### config.mk
export PLATFORM = sky130hd
export DESIGN_NAME = pmct_top
export DESIGN_NICKNAME = d
export VERILOG_FILES = /design/src/inc/pmct_pkg.sv /design/src/hdl/pmct_top.sv
export SDC_FILE = /design/constraint.sdc
export NUM_CORES = 1
export LEC_CHECK = 0
export BUFFER_PORTS_ARGS = -buffer_cell sky130_fd_sc_hd__buf_2
export CAP_MARGIN = 0
export CORE_MARGIN = 2
export CORE_UTILIZATION = 30
export DETAILED_ROUTE_END_ITERATION = 7
export PLACE_DENSITY = 0.55
export SYNTH_ARGS = -nofsm -noshare
export SYNTH_HDL_FRONTEND = slang
export SYNTH_SLANG_ARGS = --single-unit
### constraint.sdc
create_clock -name core_clk -period 4.2 [get_ports core_clk]
set_input_delay 0.42 -clock core_clk [delete_from_list [all_inputs] [get_ports core_clk]]
set_output_delay 0.42 -clock core_clk [all_outputs]
set_load 0.03 [all_outputs]
### src/inc/pmct_pkg.sv
package pmct_pkg;

  ////////////////////////////////////////////////////////////////////////
  // Clock and time base
  localparam int unsigned CLK_HZ  = 20000000;
  localparam int unsigned TICK_HZ = 3579545;
  localparam int unsigned PHASE_W = 25;
  localparam logic [PHASE_W-1:0] PHASE_STEP = PHASE_W'(TICK_HZ);
  localparam logic [PHASE_W-1:0] PHASE_MOD  = PHASE_W'(CLK_HZ);

  ////////////////////////////////////////////////////////////////////////
  // Address map (byte addresses, each base 32-bit aligned)
  localparam int unsigned ADDR_W = 16;
  localparam logic [ADDR_W-1:0] CTL_A_BASE = 16'h0404;
  localparam logic [ADDR_W-1:0] CTL_B_BASE = 16'h0408;
  localparam logic [ADDR_W-1:0] TMR_BASE   = 16'h0410;

  ////////////////////////////////////////////////////////////////////////
  // Control register fields
  localparam int unsigned CTL_W        = 16;
  localparam int unsigned ROUTE_BIT    = 0;
  localparam int unsigned BM_WAKE_BIT  = 1;
  localparam int unsigned LOCK_BIT     = 2;
  localparam int unsigned TYPE_LSB     = 10;
  localparam int unsigned TYPE_W       = 3;
  localparam int unsigned GO_BIT       = 13;
  localparam logic [CTL_W-1:0] CTL_RESET  = 16'h0000;
  // Bits implemented in each block
  localparam logic [CTL_W-1:0] CTL_A_MASK = 16'h3c07;
  localparam logic [CTL_W-1:0] CTL_B_MASK = 16'h1c00;

  ////////////////////////////////////////////////////////////////////////
  // Timer
  localparam int unsigned CNT_W       = 32;
  localparam logic        TIMER_32BIT = 1'b1;
  localparam logic [CNT_W-1:0] CNT_RESET = 32'h0000_0000;
  localparam logic [CNT_W-1:0] CNT_MASK  =
    TIMER_32BIT ? 32'hffff_ffff : 32'h00ff_ffff;
  localparam int unsigned CNT_MSB = TIMER_32BIT ? 31 : 23;

  ////////////////////////////////////////////////////////////////////////
  // Access sizes and pin synchronisers
  typedef enum logic [1:0] {
    SZ_BYTE  = 2'b00,
    SZ_WORD  = 2'b01,
    SZ_DWORD = 2'b10
  } pmct_size_t;

  localparam int unsigned PIN_N = 4;
  localparam int unsigned PIN_IDLE = 0;
  localparam int unsigned PIN_BMREQ = 1;
  localparam int unsigned PIN_WAKE = 2;
  localparam int unsigned PIN_SYSCLK = 3;

  typedef enum logic [1:0] {
    ST_WORK   = 2'b00,
    ST_ENTER  = 2'b01,
    ST_SLEEP  = 2'b11,
    ST_RESUME = 2'b10
  } pmct_state_t;

  typedef struct packed {
    logic [ADDR_W-1:0] addr;
    pmct_size_t        size;
    logic              wr;
    logic              rd;
    logic [31:0]       wdata;
  } pmct_io_req_t;

  typedef struct packed {
    logic [31:0] rdata;
    logic        rvalid;
  } pmct_io_rsp_t;

  typedef struct packed {
    logic [PIN_N-1:0]  pin_meta;
    logic [PIN_N-1:0]  pin_sync;
    logic              route;
    logic              bm_wake;
    logic [TYPE_W-1:0] type_a;
    logic [TYPE_W-1:0] type_b;
    pmct_state_t       state;
    logic              sleep_pulse;
    logic              lock_pulse;
    logic              wake_pulse;
    logic              fw_flag;
    logic              carry_flag;
    logic [PHASE_W-1:0] phase;
    logic [CNT_W-1:0]  count;
    pmct_io_rsp_t      rsp;
  } pmct_regs_t;

endpackage

### src/hdl/pmct_top.sv
module pmct_top
  import pmct_pkg::*;
(
  input  wire logic                    core_clk,
  input  wire logic                    rst_n,
  input  wire pmct_pkg::pmct_io_req_t  io_req,
  output      pmct_pkg::pmct_io_rsp_t  io_rsp,
  input  wire logic                    route_set,
  input  wire logic                    route_clear,
  input  wire logic                    firmware_event_enable,
  input  wire logic                    firmware_flag_clear,
  input  wire logic                    timer_carry_irq_enable,
  input  wire logic                    timer_carry_clear,
  input  wire logic                    deep_idle_pin,
  input  wire logic                    busmaster_req_pin,
  input  wire logic                    wake_pin,
  input  wire logic                    sysclk_running_pin,
  output      logic                    event_route_select,
  output      logic                    busmaster_idle_wake,
  output      logic                    processor_wake,
  output      logic                    lock_release_notify,
  output      logic                    firmware_event_flag,
  output      logic                    timer_carry_flag,
  output      logic                    timer_width_flag,
  output      logic                    os_pm_interrupt,
  output      logic                    firmware_mgmt_interrupt,
  output      logic [TYPE_W-1:0]       sleep_type_sel_a,
  output      logic [TYPE_W-1:0]       sleep_type_sel_b,
  output      logic                    sleep_go,
  output      logic                    working_state,
  output      logic [CNT_W-1:0]        timer_count
);

  import pmct_pkg::*;

  pmct_regs_t s;
  pmct_regs_t next_s;

  ////////////////////////////////////////////////////////////////////////
  // Access decode
  logic [ADDR_W-1:0] off_a;
  logic [ADDR_W-1:0] off_b;
  logic              hit_a;
  logic              hit_b;
  logic              hit_t;
  logic [1:0]        lane_en;
  logic [CTL_W-1:0]  lane_data;
  logic [CTL_W-1:0]  view_a;
  logic [CTL_W-1:0]  view_b;
  logic [CTL_W-1:0]  wr_a;
  logic [CTL_W-1:0]  wr_b;
  logic [CTL_W-1:0]  be_bits;
  logic [31:0]       rd_value;

  always_comb begin
    off_a = io_req.addr - CTL_A_BASE;
    off_b = io_req.addr - CTL_B_BASE;
    hit_a = 1'b0;
    hit_b = 1'b0;
    hit_t = 1'b0;
    lane_en = 2'b00;
    lane_data = '0;
    // Byte at +0 or +1, word only at +0
    if (io_req.size == SZ_BYTE && off_a < 16'h0002) begin
      hit_a = 1'b1;
    end else if (io_req.size == SZ_WORD && off_a == 16'h0000) begin
      hit_a = 1'b1;
    end
    if (io_req.size == SZ_BYTE && off_b < 16'h0002) begin
      hit_b = 1'b1;
    end else if (io_req.size == SZ_WORD && off_b == 16'h0000) begin
      hit_b = 1'b1;
    end
    // Timer answers only a whole 32-bit read
    if (io_req.size == SZ_DWORD && io_req.addr == TMR_BASE) begin
      hit_t = 1'b1;
    end
    if (io_req.size == SZ_WORD) begin
      lane_en = 2'b11;
      lane_data = io_req.wdata[15:0];
    end else if (io_req.addr[0]) begin
      lane_en = 2'b10;
      lane_data = {io_req.wdata[7:0], 8'h00};
    end else begin
      lane_en = 2'b01;
      lane_data = {8'h00, io_req.wdata[7:0]};
    end
  end

  assign be_bits = {{8{lane_en[1]}}, {8{lane_en[0]}}};

  // Write-only, reserved and ignored bits stay zero in the view
  always_comb begin
    view_a = '0;
    view_a[ROUTE_BIT] = s.route;
    view_a[BM_WAKE_BIT] = s.bm_wake;
    view_a[TYPE_LSB +: TYPE_W] = s.type_a;
    view_a = view_a & CTL_A_MASK;
    view_b = '0;
    view_b[TYPE_LSB +: TYPE_W] = s.type_b;
    view_b = view_b & CTL_B_MASK;
  end

  // Effective write bits per block, absent bits dropped
  assign wr_a = (io_req.wr && hit_a) ? (lane_data & be_bits & CTL_A_MASK) : '0;
  assign wr_b = (io_req.wr && hit_b) ? (lane_data & be_bits & CTL_B_MASK) : '0;

  always_comb begin
    rd_value = '0;
    if (hit_a) begin
      rd_value = io_req.addr[0] ? {24'h000000, view_a[15:8]} : {16'h0000, view_a};
      if (io_req.size == SZ_BYTE && !io_req.addr[0]) begin
        rd_value = {24'h000000, view_a[7:0]};
      end
    end else if (hit_b) begin
      rd_value = io_req.addr[0] ? {24'h000000, view_b[15:8]} : {16'h0000, view_b};
      if (io_req.size == SZ_BYTE && !io_req.addr[0]) begin
        rd_value = {24'h000000, view_b[7:0]};
      end
    end else if (hit_t) begin
      rd_value = s.count & CNT_MASK;
    end
  end

  ////////////////////////////////////////////////////////////////////////
  // Next state
  logic [PHASE_W:0]   phase_sum;
  logic               tick;
  logic               counting;
  logic [CNT_W-1:0]   count_inc;
  logic               bm_write_en;
  logic               type_a_en;
  logic               type_b_en;

  always_comb begin
    next_s = s;
    phase_sum = {1'b0, s.phase} + {1'b0, PHASE_STEP};
    tick = 1'b0;
    counting = 1'b0;
    count_inc = '0;
    bm_write_en = io_req.wr && hit_a && lane_en[0];
    type_a_en = io_req.wr && hit_a && lane_en[1];
    type_b_en = io_req.wr && hit_b && lane_en[1];

    // Two-flop pin synchronisers
    next_s.pin_meta = {sysclk_running_pin, wake_pin, busmaster_req_pin, deep_idle_pin};
    next_s.pin_sync = s.pin_meta;

    // Routing bit: hardware only, set wins over clear
    if (route_set) begin
      next_s.route = 1'b1;
    end else if (route_clear) begin
      next_s.route = 1'b0;
    end

    if (bm_write_en) begin
      next_s.bm_wake = wr_a[BM_WAKE_BIT];
    end
    if (type_a_en) begin
      next_s.type_a = wr_a[TYPE_LSB +: TYPE_W];
    end
    if (type_b_en) begin
      next_s.type_b = wr_b[TYPE_LSB +: TYPE_W];
    end

    // Deep-idle wake on bus master request
    next_s.wake_pulse = s.bm_wake && s.pin_sync[PIN_BMREQ] && s.pin_sync[PIN_IDLE];

    // Write-only strobes, never stored in the view
    next_s.lock_pulse = wr_a[LOCK_BIT];
    next_s.sleep_pulse = 1'b0;

    // Firmware event flag, set wins over clear
    if (s.lock_pulse) begin
      next_s.fw_flag = 1'b1;
    end else if (firmware_flag_clear) begin
      next_s.fw_flag = 1'b0;
    end

    // Sleep sequencing
    case (s.state)
      ST_WORK: begin
        if (wr_a[GO_BIT]) begin
          next_s.state = ST_ENTER;
        end
      end
      ST_ENTER: begin
        next_s.sleep_pulse = 1'b1;
        next_s.state = ST_SLEEP;
      end
      ST_SLEEP: begin
        if (s.pin_sync[PIN_WAKE]) begin
          next_s.state = ST_RESUME;
        end
      end
      ST_RESUME: begin
        next_s.state = ST_WORK;
      end
      default: begin
        next_s.state = ST_WORK;
      end
    endcase

    // Time base and counter; count held outside working state
    counting = (s.state == ST_WORK) && s.pin_sync[PIN_SYSCLK];
    if (counting) begin
      if (phase_sum >= {1'b0, PHASE_MOD}) begin
        tick = 1'b1;
        next_s.phase = PHASE_W'(phase_sum - {1'b0, PHASE_MOD});
      end else begin
        next_s.phase = phase_sum[PHASE_W-1:0];
      end
    end
    if (tick) begin
      count_inc = (s.count + 32'h0000_0001) & CNT_MASK;
      next_s.count = count_inc;
    end

    // Carry flag, set wins over clear
    if (tick && (count_inc[CNT_MSB] != s.count[CNT_MSB])) begin
      next_s.carry_flag = 1'b1;
    end else if (timer_carry_clear) begin
      next_s.carry_flag = 1'b0;
    end

    // Registered read answer
    next_s.rsp.rvalid = io_req.rd;
    next_s.rsp.rdata = io_req.rd ? rd_value : '0;
  end

  ////////////////////////////////////////////////////////////////////////
  // State register
  always_ff @(posedge core_clk) begin
    if (!rst_n) begin
      s <= '{
        pin_meta:    '0,
        pin_sync:    '0,
        route:       CTL_RESET[ROUTE_BIT],
        bm_wake:     CTL_RESET[BM_WAKE_BIT],
        type_a:      CTL_RESET[TYPE_LSB +: TYPE_W],
        type_b:      CTL_RESET[TYPE_LSB +: TYPE_W],
        state:       ST_WORK,
        sleep_pulse: 1'b0,
        lock_pulse:  1'b0,
        wake_pulse:  1'b0,
        fw_flag:     1'b0,
        carry_flag:  1'b0,
        phase:       '0,
        count:       CNT_RESET,
        rsp:         '0
      };
    end else begin
      s <= next_s;
    end
  end

  ////////////////////////////////////////////////////////////////////////
  // Outputs
  logic carry_event;
  logic fw_event;

  assign carry_event = s.carry_flag && timer_carry_irq_enable;
  assign fw_event = s.fw_flag && firmware_event_enable;

  assign io_rsp = s.rsp;
  assign event_route_select = s.route;
  assign busmaster_idle_wake = s.bm_wake;
  assign processor_wake = s.wake_pulse;
  assign lock_release_notify = s.lock_pulse;
  assign firmware_event_flag = s.fw_flag;
  assign timer_carry_flag = s.carry_flag;
  assign timer_width_flag = TIMER_32BIT;
  assign os_pm_interrupt = s.route && carry_event;
  assign firmware_mgmt_interrupt = (!s.route && carry_event) || fw_event;
  assign sleep_type_sel_a = s.type_a;
  assign sleep_type_sel_b = s.type_b;
  assign sleep_go = s.sleep_pulse;
  assign working_state = (s.state == ST_WORK);
  assign timer_count = s.count & CNT_MASK;

endmodule

Word level (Yosys, flattened, before mapping)
Index checks and enable logic that the tools add are counted.

Memories kept: 0. Bits in writable memories: 0. Bits in latches: 0. Memory bits (read-only): 0. Word-level logic and storage cells: 98. Input port bits: 64. Output and inout bits: 82. Register bits after elaboration: 113.

Equality and inequality tests: 9. Muxes and demuxes: 32. Bitwise operators: 1. Add/sub/neg operators: 5. Order comparisons: 3. Reductions and logical operators: 32. $mul: 0. Shift operators: 0. Divide/modulo/power cells: 0.

Operator list (number): two-way mux 32 bit (4); two-way mux 13 bit (5); two-way mux 14 bit (3); adder 32 x 1 -> 32 bit, second input constant (1); zero test 16 bit (2); < comparator 16 x 2 -> 1 bit, second input constant (2); subtractor 16 x 11 -> 16 bit, second input constant (2); adder 25 x 22 -> 26 bit, second input constant (1); >= comparator 26 x 25 -> 1 bit, second input constant (1); two-way mux 25 bit (1); subtractor 25 bit, second input constant (1); logical AND 1 bit (19); equality test 16 x 11 -> 1 bit, second input constant (1); AND 14 bit (1); two-way mux 1 bit (14); two-way mux 2 bit (4); case mux 2 bit (4 select lines) (1); equality test 2 bit, second input constant (3); AND reduction 2 bit (3); nonzero test 2 bit (3); equality test 2 x 1 -> 1 bit, second input constant (2); zero test 2 bit (2); zero test 1 bit (2); inequality test 2 x 1 -> 1 bit, second input constant (1); 3 further kinds (3).

Depth between registers and ports, before layout
Depth in word-level cells: 9. Mapped depth: 17. Mapped depth without buffers: 14.

Least setup slack after synthesis
No wires, ideal clock.

Kind: flip-flop to flip-flop. Start point: register s[65] (netlist name). End point: register s[86] (netlist name). Path buffers: 1. Required time: 4133 ps. Library setup time: 67 ps. Setup slack: 346 ps. Stages on the path, launching flop included: 16. Period minus slack after synthesis: 3854 ps. Arrival time: 3787 ps. Path through: dfxtp_1 ha_1 a211o_1 buf_2 a31oi_1 xnor2_1 inv_1 ha_1 a2111oi_1 o41ai_2 o21a_1 o2111ai_2 nand2_2 or4_4 a21o_1 a21oi_2.

Cells in the longest elaborated chain, start to end: 3. Elaborated cells on any way between the ends: 4. Classes of those cells: 2 x add/sub; 1 x order compare; 1 x mux.

Ends and longest elaborated chain: from (decl) (RTL line pmct_top.sv:36) `pmct_regs_t s;`; from (signal assigned) (RTL line pmct_top.sv:235) `s <= '{`; from (signal assigned) (RTL line pmct_top.sv:253) `s <= next_s;`; adder 25 x 22 -> 26 bit * (RTL line pmct_top.sv:137) `phase_sum = {1'b0, s.phase} + {1'b0, PHASE_STEP};`; subtractor 25 bit or >= comparator 26 x 25 -> 1 bit (tied branches) (RTL line pmct_top.sv:209, pmct_top.sv:207); two-way mux 25 bit * (RTL line pmct_top.sv:207) `if (phase_sum >= {1'b0, PHASE_MOD}) begin`.

Mark *: on every way between the ends. The rest lies on a longest branch, timed or not. A chain may end at the register's enable or synchronous reset.

Final worst setup path
Start point: register s[65] (netlist name). End point: register s[76] (netlist name).

The elaborated chain is that of the path after synthesis.

==> impl_metrics.yaml <==
setup_path:
  arrival_ns: 4.25
  cp.depth: 16
  critPathSlowestCell: "a2111oi_1"
  endpoint_kind: "register"
  path_cells: "ha_1 -> a211o_1 -> a31oi_1 -> xnor2_1 -> inv_1 -> ha_1 -> a2111oi_1 -> buf_4 -> o41ai_2 -> o21a_1 -> o2111ai_2 -> nand2_2 -> buf_4 -> or3_1 -> a21oi_1 -> o2111a_1"
  r2r_start: "s[65]"
  reg2reg_depth: 16
  cp_top_family: "compound AO/OA/AOI/OAI gates"
  crit_buf_inv: 3
  cp_max_fo: 13
  start_kind: "register"
  cp-startpoint: "s[65]"
  crit_path_max_incr_delay_ns: 0.43
  crit_required_ns: 4.55
  critical_path_class: "register to register"
routing:
  drt-vias-per-instance: 5.089
  met2_length_mm: 8.062
  drt-pass1-iter-count: 5
  top_layer: "met4"
  drt-total-wl_mm: 17.64
  wl_met1_mm: 8.580
  drt_drc_violations_left: 0
  wl_met3_um: 684
  routedWlPerCell_um: 15.10
  drtIter0Drc: 378
  via_count: 5944
  ant_nets: 0
yosys:
  synthTopCellsByCount: "dfxtp_1, nor2_1, buf_4"
  synth_seq_cells: 113
  syn_inst: 827
  ys_seq_area_frac: 0.3342
  ys_top_cells_by_area: "dfxtp_1, buf_4, nor2_1"
  syn_area_um2: 6769
  yosysUniqueCellTypes: 81
  ys_warn_count: 0
  synthesis.nets: 896
  synth.most_common_cell: "dfxtp_1"
  synth_edf_count: 0
  synth_top_cell_by_area: "dfxtp_1"
  synth_top_area_frac: 0.3342
  async_flop_share: 0
  avgSynthCellArea_um2: 8.185
  ys.flop_type: "dfxtp_1"
timing:
  slew_headroom: 0.4062
  period_needed_ns: 3.897
  drv_slew: 0
  max_freq_ghz: 0.2566
  hold_viol: 0
  worst_slew_pin_slew_ns: 0.8907
  period_share: 0.9279
  setup_viol: 0
  rsz0062_at_grt: "false"
  clock_skew_ns: 0.01038
  tns_ns: 0
placement:
  port_buffers: 121
  globalplace.congestion: 0.8871
  dp.cells: 1136
  hpwl_mm: 12.63
power_and_ir_drop:
  vdd_drop_max_mv: 0.2058
  p_per_area_nw_per_um2: 373.5
  leakage_uw: 0.003194
cts:
  clock_latency_ns: 0.42
  h-tree-depth: 4
  cts.sinks: 113
  clk_pin_slew_ns: 0.06
  cts_root_buf: "clkbuf_16"
  cts_tree: "done"
  clockBufferDepth: 2
  numCtsBuffers: 17
  post_cts_buffers: 0
final_layout:
  area_growth_pct: 14.64
  num-fill-cells: 2292
  layout-drive-gt1-share: 0.2444
  antenna_cells: 0
  final_cell_count_no_fill: 1168
  finalNetCount: 944
  fin_util: 0.3534
run_status:
  status: "completed"
die:
  core_um2: 21960
  ios: 146
  initial_core_util: 0.3083
  rows: 54
  dieArea_um2: 23780
  die_height_um: 154.2
  die_w_um: 154.2
min_path:
  min_from: "deep_idle_pin"
  worstHoldPathType: "input pin to register"
  worst_hold_path.num_cells: 2
global_routing:
  grt_overflow: 0
  grt_pass1_wl_mm: 28.69
  grt_pass1_vias: 5452
  grt_max_degree: 35
  antenna_found_initial: 0
  track_usage: 0.1493
job:
  cap_violations: 0
==> cell families (layout without fill, tap and decap cells) <==
kind of cell / count (synthesis) / count (layout) / synth area share
buffers and inverters: 132 / 193 / 0.1213
XOR/XNOR: 46 / 46 / 0.05952
multiplexers: 10 / 10 / 0.01479
flip-flops: 113 / 113 / 0.3342
AO/OA/AOI/OAI: 168 / 168 / 0.1841
other: 1 / 1 / 0.0005540
adder cells (fa/ha/maj): 5 / 5 / 0.009242
AND/OR/NAND/NOR: 352 / 352 / 0.2763
==> worst reg2reg max path, cell delays in order (launching register included) <==
cell,delay [ns]
dfxtp_1,0.31
ha_1,0.21
a211o_1,0.32
a31oi_1,0.32
xnor2_1,0.19
inv_1,0.07
ha_1,0.19
a2111oi_1,0.43
buf_4,0.19
o41ai_2,0.08
o21a_1,0.16
o2111ai_2,0.26
nand2_2,0.16
buf_4,0.23
or3_1,0.40
a21oi_1,0.14
o2111a_1,0.17
==> layer usage <==
metal / global-route usage / up-vias
met3: 0.03054 / 24
li1: - / 2988
met1: 0.1982 / 2795
met5: 0 / -
met4: 0.05162 / 0
met2: 0.2417 / 137
==> path summary, 6_finish.rpt <==
path / slack (ns) / end
worst min register to register: 0.43 / s[108]
worst max-delay path: 0.30 / s[76]
worst min-delay path: 0.21 / next_s[105]
worst max register to register: 0.30 / s[76]
==> per-stage QoR <==
step	power, µW	cell area [µm²]	setup WS, ns	hold WS [ns]
5_1_grt	3016	7760	0.01514	0.2022
3_3_place_gp	1474	7163	0.3307	0.4131
3_5_place_dp	1476	7163	0.3153	0.4179
2_1_floorplan	1372	6769	0.3460	0.4119
4_1_cts	2929	7759	0.2770	0.1902
6_report	2898	7760	0.3028	0.2076
==> area by class of cell <==
class	instances	area (µm²)	area share
inverter	11	41.29	0.005321
tap	280	350.3	0.04515
multi-input combinational	582	3687	0.4752
sequential	113	2262	0.2915
clock buffer	18	439.2	0.05659
clock inverter	14	156.4	0.02015
timing repair buffer	150	823.3	0.1061
==> state kept, by name (all words and copies together) (netlist names), 3 cells and up <==
register          cells
sleep_type_sel_b      3
timer_count          32
sleep_type_sel_a      3
s                    31
next_s                4
io_rsp               33
==> power by group <==
| part | switching [µW] | total (µW) | internal (µW) |
|---|---|---|---|
| clock network | 546 | 1440 | 895 |
| logic | 199 | 328 | 129 |
| registers | 38.6 | 1130 | 1090 |
| total | 783 | 2900 | 2120 |
==> cells in the final DEF (no fill, tap or decap), types with 26 or more instances in the layout <==
cell and instances:
buf_4 29, dfxtp_1 113, nor2_1 89, nand2_1 63, a21oi_1 37, xnor2_1 34
o21ai_0 32, buf_2 121, nand3_1 26, and3_1 40
==> timing repair <==
item,4_1_cts,5_1_grt
hold buffers,0,0
resized for setup,0,1
endpoints found under the setup margin,0,6
Note: power is estimated with default switching activity, not from simulation.
